$ cat src/igf_regs.vh
// Register offsets, field positions, reset values and timing counts
`ifndef IGF_REGS_VH
`define IGF_REGS_VH

// Line count and geometry
`define IGF_LINES           8
`define IGF_PORT0_LINES     4

// Register byte offsets
`define IGF_REG_ENABLE      8'h00
`define IGF_REG_SEL_LO      8'h04
`define IGF_REG_CUSTOM      8'h08
`define IGF_REG_TICKCFG     8'h0C
`define IGF_REG_CTRL        8'h10
`define IGF_REG_STATE       8'h14
`define IGF_REG_SAMPLE      8'h18
`define IGF_REG_OVERRUN     8'h1C
`define IGF_REG_STATUS      8'h20

// Width select codes, two bits per line
`define IGF_SEL_90NS        2'h0
`define IGF_SEL_5US         2'h1
`define IGF_SEL_2MS         2'h2
`define IGF_SEL_CUSTOM      2'h3

// Fixed widths in ns and their cycle counts at 8 ns per cycle
`define IGF_CLK_NS          8
`define IGF_W90_NS          90
`define IGF_W5US_NS         5120
`define IGF_W2MS_NS         2560000
`define IGF_CYC(ns)         (((ns) + `IGF_CLK_NS - 1) / `IGF_CLK_NS)

// Tick config fields
`define IGF_TICK_SRC_BIT    0
`define IGF_TICK_RATE_BIT   1

// Control fields
`define IGF_CTRL_GROUP_BIT  0
`define IGF_CTRL_BUF_BIT    1
`define IGF_CTRL_UNBUF_BIT  2

// Reset values
`define IGF_RST_ENABLE      8'h00
`define IGF_RST_SEL         16'h0000
`define IGF_RST_CUSTOM      32'h0000_0010

// Write and read responses; SLVERR answers unmapped addresses
`define IGF_RESP_OKAY       2'b00
`define IGF_RESP_SLVERR     2'b10

`endif

$ cat src/igf_top.v
// Glitch filter with grouped port-0 mode and change detection, AXI4-Lite
//
// Behaviour
// Each line picks one of three fixed widths: 90 ns, 5.12 us, 2.56 ms.
// Enabled filter passes any pulse at least the programmed width.
// Software programs a width whenever it enables a line's filter.
// The custom width comes from one 32-bit utility counter.
// External tick used only when both source and rate are configured.
// Grouped port 0 reports skewed changes within one width as one change.
// Grouped change reported only after a further stable width.
// Lines other than port 0 may use the one shared custom width.
// Only one custom width value exists on the whole device.
// One rise and one fall before a read is not an overrun.
// Two rises or two falls before a read raise the overrun flag.
// Buffered change detection claims the parallel input path exclusively.
// Unbuffered operations neither reserve nor use the parallel path.
// Output changes only after input holds new level; glitches restart.
// Overrun flag stays until the sample is read or cleared.
//
// The AXI4-Lite register port and the register addresses were left to the implementer.
`timescale 1ns/1ps
`default_nettype none
`include "igf_regs.vh"
module igf_top (
    input  wire        aclk,           // 125 MHz clock
    input  wire        aresetn,        // Synchronous reset, active low
    input  wire [7:0]  line_in,        // Raw digital lines, async
    input  wire        ext_tick_in,    // External filter timebase, async
    input  wire [7:0]  s_axi_awaddr,   // Write address
    input  wire        s_axi_awvalid,  // Write address valid
    output reg         s_axi_awready,  // Write address ready
    input  wire [31:0] s_axi_wdata,    // Write data
    input  wire [3:0]  s_axi_wstrb,    // Write strobes
    input  wire        s_axi_wvalid,   // Write data valid
    output reg         s_axi_wready,   // Write data ready
    output reg  [1:0]  s_axi_bresp,    // Write response
    output reg         s_axi_bvalid,   // Write response valid
    input  wire        s_axi_bready,   // Write response ready
    input  wire [7:0]  s_axi_araddr,   // Read address
    input  wire        s_axi_arvalid,  // Read address valid
    output reg         s_axi_arready,  // Read address ready
    output reg  [31:0] s_axi_rdata,    // Read data
    output reg  [1:0]  s_axi_rresp,    // Read response
    output reg         s_axi_rvalid,   // Read data valid
    input  wire        s_axi_rready,   // Read data ready
    output reg  [7:0]  filtered_out,   // Filtered line levels
    output reg         par_path_busy,  // Parallel input path claimed
    output reg         change_event    // One-cycle change report
);
    parameter [31:0] W2MS_TICKS = `IGF_CYC(`IGF_W2MS_NS);
    localparam [31:0] W90_TICKS  = `IGF_CYC(`IGF_W90_NS);
    localparam [31:0] W5US_TICKS = `IGF_CYC(`IGF_W5US_NS);

    // Software-visible configuration
    reg [7:0]  glitch_filter_on;
    reg [15:0] min_pass_width;
    reg [31:0] custom_width;
    reg        filter_tick_source;
    reg        filter_tick_rate;
    reg        group_mode;
    reg        buf_req;
    reg        unbuf_req;
    reg        ovr_clr;
    reg [7:0]  sample_hold;

    // Two-flop synchronisers for pins
    reg [7:0] line_s1;
    reg [7:0] line_s2;
    reg       ext_s1;
    reg       ext_s2;
    reg       ext_s3;
    always @(posedge aclk)
    begin
        if (!aresetn)
        begin
            line_s1 <= 8'h00;
            line_s2 <= 8'h00;
            ext_s1  <= 1'b0;
            ext_s2  <= 1'b0;
            ext_s3  <= 1'b0;
        end
        else
        begin
            line_s1 <= line_in;
            line_s2 <= line_s1;
            ext_s1  <= ext_tick_in;
            ext_s2  <= ext_s1;
            ext_s3  <= ext_s2;
        end
    end

    // Tick from external edge only if both source and rate are set
    wire use_ext = filter_tick_source & filter_tick_rate;
    wire tick    = use_ext ? (ext_s2 & ~ext_s3) : 1'b1;

    // Width per line; custom widths share the single utility count
    wire [31:0] limit [0:7];
    wire [7:0]  filt;
    genvar g;
    generate
        for (g = 0; g < `IGF_LINES; g = g + 1)
        begin : g_line
            wire [1:0] sel = min_pass_width[2*g+1:2*g];
            // Port 0 has no custom width, so code 3 falls back to 2.56 ms
            wire cust_ok = (g >= `IGF_PORT0_LINES);
            assign limit[g] =
                (sel == `IGF_SEL_90NS)  ? W90_TICKS :
                (sel == `IGF_SEL_5US)   ? W5US_TICKS :
                (sel == `IGF_SEL_CUSTOM && cust_ok) ?
                                          custom_width :
                                          W2MS_TICKS;
            igf_line_filter u_filt (
                .aclk     (aclk),
                .aresetn  (aresetn),
                .raw_in   (line_s2[g]),
                .tick     (tick),
                .enable   (glitch_filter_on[g]),
                .limit    (limit[g]),
                .filt_out (filt[g])
            );
        end
    endgenerate

    // Grouped port 0: wait a further full width of stability
    reg [31:0] grp_cnt;
    reg        grp_wait;
    reg [7:0]  filt_d;
    wire [7:0] diff = filt ^ filt_d;
    wire [31:0] grp_limit = limit[0];
    always @(posedge aclk)
    begin
        if (!aresetn)
        begin
            grp_cnt  <= 32'h0000_0000;
            grp_wait <= 1'b0;
        end
        else if (!group_mode)
        begin
            grp_wait <= 1'b0;
            grp_cnt  <= 32'h0000_0000;
        end
        else if (diff[3:0] != 4'h0)
        begin
            // A new change in the window restarts the stability wait
            grp_wait <= 1'b1;
            grp_cnt  <= 32'h0000_0000;
        end
        else if (grp_wait && tick)
        begin
            if (grp_cnt + 32'h0000_0001 >= grp_limit)
            begin
                grp_wait <= 1'b0;
                grp_cnt  <= 32'h0000_0000;
            end
            else
                grp_cnt <= grp_cnt + 32'h0000_0001;
        end
    end
    wire grp_done = group_mode & grp_wait & tick &
                    (grp_cnt + 32'h0000_0001 >= grp_limit) &
                    (diff[3:0] == 4'h0);

    // Parallel path ownership: buffered claims it, unbuffered never does
    wire armed = buf_req;
    wire [7:0] rise_v = diff & filt;
    wire [7:0] fall_v = diff & ~filt;
    wire [7:0] ovr;
    wire       rd_sample;
    generate
        for (g = 0; g < `IGF_LINES; g = g + 1)
        begin : g_edge
            igf_edge_track u_trk (
                .aclk    (aclk),
                .aresetn (aresetn),
                .rise    (rise_v[g]),
                .fall    (fall_v[g]),
                .arm     (armed),
                .clr     (rd_sample | ovr_clr),
                .overrun (ovr[g])
            );
        end
    endgenerate

    // Outputs, change report and captured sample
    always @(posedge aclk)
    begin
        if (!aresetn)
        begin
            filt_d        <= 8'h00;
            filtered_out  <= 8'h00;
            par_path_busy <= 1'b0;
            change_event  <= 1'b0;
            sample_hold   <= 8'h00;
        end
        else
        begin
            filt_d        <= filt;
            par_path_busy <= armed;
            if (group_mode)
                filtered_out <= {filt[7:4],
                                 (grp_wait | (diff[3:0] != 4'h0)) ?
                                 filtered_out[3:0] : filt[3:0]};
            else
                filtered_out <= filt;
            // Grouped lines give one event once they settle
            change_event <= armed &
                ((group_mode ? grp_done : (diff[3:0] != 4'h0)) |
                 (diff[7:4] != 4'h0));
            if (armed && diff != 8'h00)
                sample_hold <= filt;
        end
    end

    // AXI4-Lite write: take address and data in either order
    reg       aw_held;
    reg       w_held;
    reg [7:0] aw_addr;
    reg [31:0] w_data;
    reg [3:0] w_strb;
    wire do_write = aw_held & w_held & ~s_axi_bvalid;
    always @(posedge aclk)
    begin
        if (!aresetn)
        begin
            aw_held <= 1'b0;
            w_held  <= 1'b0;
            aw_addr <= 8'h00;
            w_data  <= 32'h0000_0000;
            w_strb  <= 4'h0;
            s_axi_awready <= 1'b0;
            s_axi_wready  <= 1'b0;
            s_axi_bvalid  <= 1'b0;
            s_axi_bresp   <= `IGF_RESP_OKAY;
            glitch_filter_on   <= `IGF_RST_ENABLE;
            min_pass_width     <= `IGF_RST_SEL;
            custom_width       <= `IGF_RST_CUSTOM;
            filter_tick_source <= 1'b0;
            filter_tick_rate   <= 1'b0;
            group_mode <= 1'b0;
            buf_req    <= 1'b0;
            unbuf_req  <= 1'b0;
            ovr_clr    <= 1'b0;
        end
        else
        begin
            ovr_clr       <= 1'b0;
            s_axi_awready <= ~aw_held & ~s_axi_awready & s_axi_awvalid;
            s_axi_wready  <= ~w_held & ~s_axi_wready & s_axi_wvalid;
            if (s_axi_awready)
            begin
                aw_held <= 1'b1;
                aw_addr <= s_axi_awaddr;
            end
            if (s_axi_wready)
            begin
                w_held <= 1'b1;
                w_data <= s_axi_wdata;
                w_strb <= s_axi_wstrb;
            end
            if (s_axi_bvalid && s_axi_bready)
                s_axi_bvalid <= 1'b0;
            if (do_write)
            begin
                aw_held      <= 1'b0;
                w_held       <= 1'b0;
                s_axi_bvalid <= 1'b1;
                s_axi_bresp  <= `IGF_RESP_OKAY;
                case (aw_addr)
                    `IGF_REG_ENABLE:
                        if (w_strb[0]) glitch_filter_on <= w_data[7:0];
                    `IGF_REG_SEL_LO:
                    begin
                        if (w_strb[0]) min_pass_width[7:0]  <= w_data[7:0];
                        if (w_strb[1]) min_pass_width[15:8] <= w_data[15:8];
                    end
                    `IGF_REG_CUSTOM:
                    begin
                        if (w_strb[0]) custom_width[7:0]   <= w_data[7:0];
                        if (w_strb[1]) custom_width[15:8]  <= w_data[15:8];
                        if (w_strb[2]) custom_width[23:16] <= w_data[23:16];
                        if (w_strb[3]) custom_width[31:24] <= w_data[31:24];
                    end
                    `IGF_REG_TICKCFG:
                        if (w_strb[0])
                        begin
                            filter_tick_source <= w_data[`IGF_TICK_SRC_BIT];
                            filter_tick_rate   <= w_data[`IGF_TICK_RATE_BIT];
                        end
                    `IGF_REG_CTRL:
                        if (w_strb[0])
                        begin
                            group_mode <= w_data[`IGF_CTRL_GROUP_BIT];
                            // Buffered request wins over unbuffered
                            buf_req   <= w_data[`IGF_CTRL_BUF_BIT];
                            unbuf_req <= w_data[`IGF_CTRL_UNBUF_BIT] &
                                         ~w_data[`IGF_CTRL_BUF_BIT];
                        end
                    `IGF_REG_OVERRUN:
                        ovr_clr <= w_strb[0];
                    `IGF_REG_STATE, `IGF_REG_SAMPLE, `IGF_REG_STATUS:
                        s_axi_bresp <= `IGF_RESP_OKAY;
                    default:
                        s_axi_bresp <= `IGF_RESP_SLVERR;
                endcase
            end
        end
    end

    // AXI4-Lite read: reading the sample clears overrun flags
    reg [31:0] next_rdata;
    reg [1:0]  next_rresp;
    reg        rd_pend;
    assign rd_sample = s_axi_arready && s_axi_araddr == `IGF_REG_SAMPLE;
    always @*
    begin
        next_rresp = `IGF_RESP_OKAY;
        case (s_axi_araddr)
            `IGF_REG_ENABLE:  next_rdata = {24'h00_0000, glitch_filter_on};
            `IGF_REG_SEL_LO:  next_rdata = {16'h0000, min_pass_width};
            `IGF_REG_CUSTOM:  next_rdata = custom_width;
            `IGF_REG_TICKCFG: next_rdata = {30'h0000_0000,
                                            filter_tick_rate,
                                            filter_tick_source};
            `IGF_REG_CTRL:    next_rdata = {29'h0000_0000, unbuf_req,
                                            buf_req, group_mode};
            `IGF_REG_STATE:   next_rdata = {24'h00_0000, filt};
            `IGF_REG_SAMPLE:  next_rdata = {24'h00_0000, sample_hold};
            `IGF_REG_OVERRUN: next_rdata = {24'h00_0000, ovr};
            `IGF_REG_STATUS:  next_rdata = {30'h0000_0000, use_ext,
                                            armed};
            default:
            begin
                next_rdata = 32'h0000_0000;
                next_rresp = `IGF_RESP_SLVERR;
            end
        endcase
    end
    always @(posedge aclk)
    begin
        if (!aresetn)
        begin
            s_axi_arready <= 1'b0;
            s_axi_rvalid  <= 1'b0;
            s_axi_rdata   <= 32'h0000_0000;
            s_axi_rresp   <= `IGF_RESP_OKAY;
            rd_pend       <= 1'b0;
        end
        else
        begin
            // One read outstanding; ready pulses only when idle
            s_axi_arready <= s_axi_arvalid & ~s_axi_arready & ~rd_pend;
            if (s_axi_arready)
            begin
                rd_pend      <= 1'b1;
                s_axi_rvalid <= 1'b1;
                s_axi_rdata  <= next_rdata;
                s_axi_rresp  <= next_rresp;
            end
            else if (s_axi_rvalid && s_axi_rready)
            begin
                s_axi_rvalid <= 1'b0;
                rd_pend      <= 1'b0;
            end
        end
    end
endmodule
`default_nettype wire

$ cat src/igf_line_filter.v
// One glitch-filter stage: output follows input after a stable hold
`timescale 1ns/1ps
`default_nettype none
module igf_line_filter (
    input  wire        aclk,     // System clock
    input  wire        aresetn,  // Synchronous reset, active low
    input  wire        raw_in,   // Synchronised raw level
    input  wire        tick,     // Filter timebase tick
    input  wire        enable,   // Filter on
    input  wire [31:0] limit,    // Required stable ticks
    output reg         filt_out  // Filtered level
);
    reg [31:0] hold_cnt;

    // Count ticks while input differs; any return restarts the count
    always @(posedge aclk)
    begin
        if (!aresetn)
        begin
            hold_cnt <= 32'h0000_0000;
            filt_out <= 1'b0;
        end
        else if (!enable)
        begin
            hold_cnt <= 32'h0000_0000;
            filt_out <= raw_in;
        end
        else if (raw_in == filt_out)
            hold_cnt <= 32'h0000_0000;
        else if (tick)
        begin
            if (hold_cnt + 32'h0000_0001 >= limit)
            begin
                filt_out <= raw_in;
                hold_cnt <= 32'h0000_0000;
            end
            else
                hold_cnt <= hold_cnt + 32'h0000_0001;
        end
    end
endmodule
`default_nettype wire

$ cat src/igf_edge_track.v
// Per-line edge tracker: flags a second rise or a second fall since the last read or clear
`timescale 1ns/1ps
`default_nettype none
module igf_edge_track (
    input  wire aclk,      // System clock
    input  wire aresetn,   // Synchronous reset, active low
    input  wire rise,      // Rising edge seen
    input  wire fall,      // Falling edge seen
    input  wire arm,       // Buffered detection running
    input  wire clr,       // Sample read or explicit clear
    output reg  overrun    // Sticky overrun flag
);
    reg seen_rise;
    reg seen_fall;

    // One rise plus one fall is fine; a second edge of the same kind is not
    always @(posedge aclk)
    begin
        if (!aresetn)
        begin
            seen_rise <= 1'b0;
            seen_fall <= 1'b0;
            overrun   <= 1'b0;
        end
        else
        begin
            seen_rise <= arm & rise | (seen_rise & ~clr);
            seen_fall <= arm & fall | (seen_fall & ~clr);
            // Clear beats set; an edge in the read cycle only sets seen_rise or seen_fall
            if (arm & ((rise & seen_rise & ~clr) |
                       (fall & seen_fall & ~clr)))
                overrun <= 1'b1;
            else if (clr)
                overrun <= 1'b0;
        end
    end
endmodule
`default_nettype wire

$ cat config.mk
export PLATFORM = sky130hd
export DESIGN_NAME = igf_top
export DESIGN_NICKNAME = d
export VERILOG_FILES = /design/src/igf_top.v /design/src/igf_line_filter.v /design/src/igf_edge_track.v
export VERILOG_INCLUDE_DIRS = /design/src
export SDC_FILE = /design/constraint.sdc
export NUM_CORES = 1
export LEC_CHECK = 0
export BUFFER_PORTS_ARGS = -buffer_cell sky130_fd_sc_hd__buf_2
export CAP_MARGIN = 10
export CORE_MARGIN = 2
export CORE_UTILIZATION = 25
export CTS_BUF_LIST = sky130_fd_sc_hd__clkbuf_8
export CTS_CLUSTER_DIAMETER = 30
export DETAILED_ROUTE_END_ITERATION = 10
export GPL_TIMING_DRIVEN = 0
export SYNTH_ARGS = -nofsm -noshare
export SYNTH_HDL_FRONTEND = slang
export SYNTH_HIERARCHICAL = 1
export SYNTH_SLANG_ARGS = --single-unit
$ cat constraint.sdc
create_clock -name aclk -period 5.25 [get_ports aclk]
set_clock_uncertainty 0.15 [all_clocks]
set_input_delay 0.525 -clock aclk [delete_from_list [all_inputs] [get_ports aclk]]
set_output_delay 0.525 -clock aclk [all_outputs]
set_load 0.02 [all_outputs]
==> key figures <==
Worst setup path
  • R2R Path Start: g_line[3].u_filt/hold_cnt[0]
  • R2r setup slk: 310 ps
  • CP max stage cell: a2111oi_0
  • Crit path launch type: flop
  • Worst r2r path cells: 15
  • Crit end category: flop
  • Crit Path Max Fanout: 10
  • Setup CP Type: flop to flop
  • Cell Chain, Critical Path: ha_1 -> nand3_4 -> or4_4 -> or2_4 -> nor2_2 -> nand4_1 -> xnor2_2 -> ha_1 -> nand4_1 -> a2111oi_0 -> a211o_1 -> nor3_4 -> clkbuf_2 -> o21ai_0 -> o21ai_0
  • RR Endpoint: g_line[3].u_filt/hold_cnt[6]
  • Slowest stage delay, CP: 790 ps
  • Arrival time worst endpoint: 5450 ps
  • CP required: 5760 ps

Clocking
  • Skew-Pair Late Insertion Delay: 840 ps
  • CTS tree: done
  • CTS Sinks: 509
  • Clk root buf: clkbuf_8
  • CTS clk-pin slew, worst paths: 70 ps
  • Max clock buf depth: 3
  • CTS Buf Count: 113
  • CTS H-Tree Depth: 3

Timing
  • Final Hold Fails: 0
  • Fmax: 202.2 MHz
  • RSZ-0062 raised after global routing: no
  • Hold Slack: 121.1 ps
  • Final worst path period share: 94.18%
  • Final setup vio count: 0
  • Slew HR: 19.15%
  • Final slew viol count: 0
  • Least-Margin Pin Slew: 1213 ps
  • Setup TNS Final: 0 ps
  • Final min period: 4945 ps
  • Fin worst setup slack: 305.4 ps

Floorplan
  • I/O pin total: 119
  • Core region area: 135600 um^2
  • Die Ht: 373.8 um
  • Die area: 139700 um^2
  • Die Wd: 373.8 um
  • FP Rows: 135
  • Initial Util: 25.20%

Cells and area
  • Area of the multi-input gates: 22140 um^2
  • Final core occ: 30.22%
  • Fillers: 14453
  • Most frequent cells in the layout: 509 x dfxtp_1, 355 x nand2_1, 351 x inv_1, 297 x nor2_1, 290 x ha_1
  • Register area: 10190 um^2
  • Nets: 4960
  • Area grow syn2layout: 19.91%
  • Share of cells above drive strength 1: 11.36%
  • Post-Layout Inst Area: 40990 um^2
  • Commonest non-fill, non-tap cell in the layout: dfxtp_1

Min path
  • Hold Path End: s_axi_rresp[1]
  • Hold crit path type: input port to flop
  • Hold Crit Start: s_axi_araddr[6]
  • Worst Hold Depth: 4

Outcome
  • Status: complete, no violations

GRT
  • First-pass GRT wire length: 171.5 mm
  • GRT Total Usage: 15.24%
  • Vias in the first global route: 30606
  • Final global-route overflow total: 0
  • Initial antenna violation count: 14
  • Largest net degree at the start of global routing: 63

Power and ir drop
  • Clock Power Share: 56.9%
  • Pwr/cell area: 241.1 nW/um^2
  • Sw frac: 24.04%
  • Leak: 0.01660 uW
  • Psw: 2376 uW
  • Part of the power in registers: 39.8%
  • Maximum VDD drop: 0.2599 mV
  • Combinational power share: 3.3%
  • Power Internal: 7505 uW

Placement
  • Routability Congestion: 0.8812
  • Post-DP HPWL: 82.18 mm
  • Port buffer count: 116
  • Setup WS pre-CTS: 181.6 ps
  • Placed inst area: 37400 um^2

Route
  • Via-to-Cell Ratio: 5.041
  • Residual DRC: 0
  • Routed Antenna Nets: 0
  • Total Wirelength: 109.9 mm
  • WL/cell: 16.94 um
  • Total iterations of the first detailed-routing run: 9
  • Via count: 32692
  • Iter 0 DRT Violations: 2700

Logic synthesis
  • Sequential share of the synthesized area: 29.81%
  • Async set-reset flop share out of synthesis: 0%
  • Cell Area, Synth: 34180 um^2
  • Netlist cell types: 87
  • Commonest register cell after synthesis: dfxtp_1
  • Largest area contributor in the netlist: dfxtp_1
  • Post-synth EDFFs: 0
  • Number of synthesized register bits: 509
  • Top-area cell type share of the netlist area: 29.81%
  • Mapped Avg Cell Area: 8.125 um^2
  • Syn. warnings: 6
  • Mapped Cells: 4207
  • Top cells by area, synth: dfxtp_1 30%, ha_1 11%, xnor2_1 4.7%, nand2_1 3.9%, and3_1 3.7%

Flow run
  • Total of max-cap violations: 0
==> critical path, delay by kind of cell, from the launching register on <==
kind	cells	cell delay, ps
AO/OA/AOI/OAI	4	1410
XOR/XNOR	1	190
adder cells (fa/ha/maj)	2	670
buffers and inverters	1	240
flip-flops	1	410
AND/OR/NAND/NOR	7	1720
==> worst max path at each step <==
stage	from	endpoint	cells after the start
floorplan	g_line[7].u_filt/hold_cnt[0]	g_line[7].u_filt/hold_cnt[2]	14
global placement	ext_s2	g_line[5].u_filt/hold_cnt[3]	7
global route	g_line[1].u_filt/hold_cnt[0]	g_line[1].u_filt/hold_cnt[27]	16
detailed placement	g_line[3].u_filt/hold_cnt[0]	g_line[3].u_filt/hold_cnt[5]	16
CTS	g_line[3].u_filt/hold_cnt[0]	g_line[3].u_filt/hold_cnt[5]	16
finish	g_line[3].u_filt/hold_cnt[0]	g_line[3].u_filt/hold_cnt[6]	15
==> state kept, by name (all words and copies together) (netlist names), 4 cells and up <==
| name | count |
|---|---|
| s_axi_rdata | 32 |
| line_s1 | 8 |
| g_edge.u_trk/seen_fall | 8 |
| w_strb | 4 |
| min_pass_width | 16 |
| filtered_out | 8 |
| w_data | 32 |
| sample_hold | 8 |
| g_line.u_filt/hold_cnt | 256 |
| grp_cnt | 32 |
| g_edge.u_trk/seen_rise | 8 |
| aw_addr | 8 |
| g_line.u_filt/filt_out | 8 |
| filt_d | 4 |
| g_edge.u_trk/overrun | 8 |
| line_s2 | 8 |
| custom_width | 32 |
| glitch_filter_on | 8 |
==> cell usage after synthesis (14+ instances only) <==
library cell  count
ha_1            290
o41ai_1          21
and2_1           31
inv_1           333
nor2_1          297
and4_1           24
a21boi_0         29
nand2b_1         27
nor4_1          107
nor3_2           14
buf_2            25
a222oi_1         14
a22oi_1          44
a31o_2           14
a32o_1           72
nand2_1         355
a211oi_1         29
nor2_2           15
nor3_1           49
nand3b_1         43
and3_2           22
or4_1            27
nand4_1         130
dfxtp_1         509
a22o_1           17
a21o_1           47
or2_2            15
a21oi_1         179
xnor2_1         184
o21ai_1          18
o21ai_0         203
a21boi_1         16
mux2i_1         109
clkbuf_1        178
nand3_1         208
or4_4            14
and3_1          200
o211ai_1         14
xor2_1           71
==> power groups by stage <==
stage                     logic, uW  clock network [uW]  registers (uW)
final                           325                5630            3930
after global routing            360                5930            3930
after CTS                       319                5740            3930
after detailed placement        281                   0            4010
after global placement          277                   0            4010
after floorplan                 159                   0            4000
==> kinds of logic after synthesis <==
kind of cell	Yosys count	synth area share, %
simple gates	1654	26.63
compound gates	821	16.23
buf+inv	561	6.640
flops	509	29.81
fa+ha+maj	290	10.62
xor+xnor	262	6.867
mux	109	3.192
other cells	1	0.01097
==> final cells by class <==
| class | count | share of cell area [%] |
|---|---|---|
| multi-input combinational | 3234 | 54.02 |
| timing repair buffer | 183 | 3.074 |
| clock inverter | 87 | 2.836 |
| antenna | 5 | 0.03053 |
| buffer | 228 | 2.491 |
| inverter | 333 | 3.050 |
| tap | 1781 | 5.437 |
| clock buffer | 125 | 4.198 |
| sequential | 509 | 24.86 |
==> stage by stage <==
step | instances | total power, uW
3_3_place_gp | 6201 | 4286
3_5_place_dp | 6206 | 4292
6_report | 6485 | 9881
4_1_cts | 6477 | 9986
2_1_floorplan | 4304 | 4157
5_1_grt | 6484 | 10220
==> layer usage <==
layer,track usage [%],vias up,routed length (um)
li1,-,15960,-
met1,21.55,15461,51610
met2,22.76,1082,46330
met3,3.374,187,9170
met4,4.843,2,2745
met5,0,-,13
==> timing repair <==
action	in CTS	in global routing
hold endpoints to repair	59	0
setup endpoints to repair	0	50
setup buffers	0	0
gates resized for setup	0	10
hold buffers	59	0
Power figures use the tool's default switching activity.
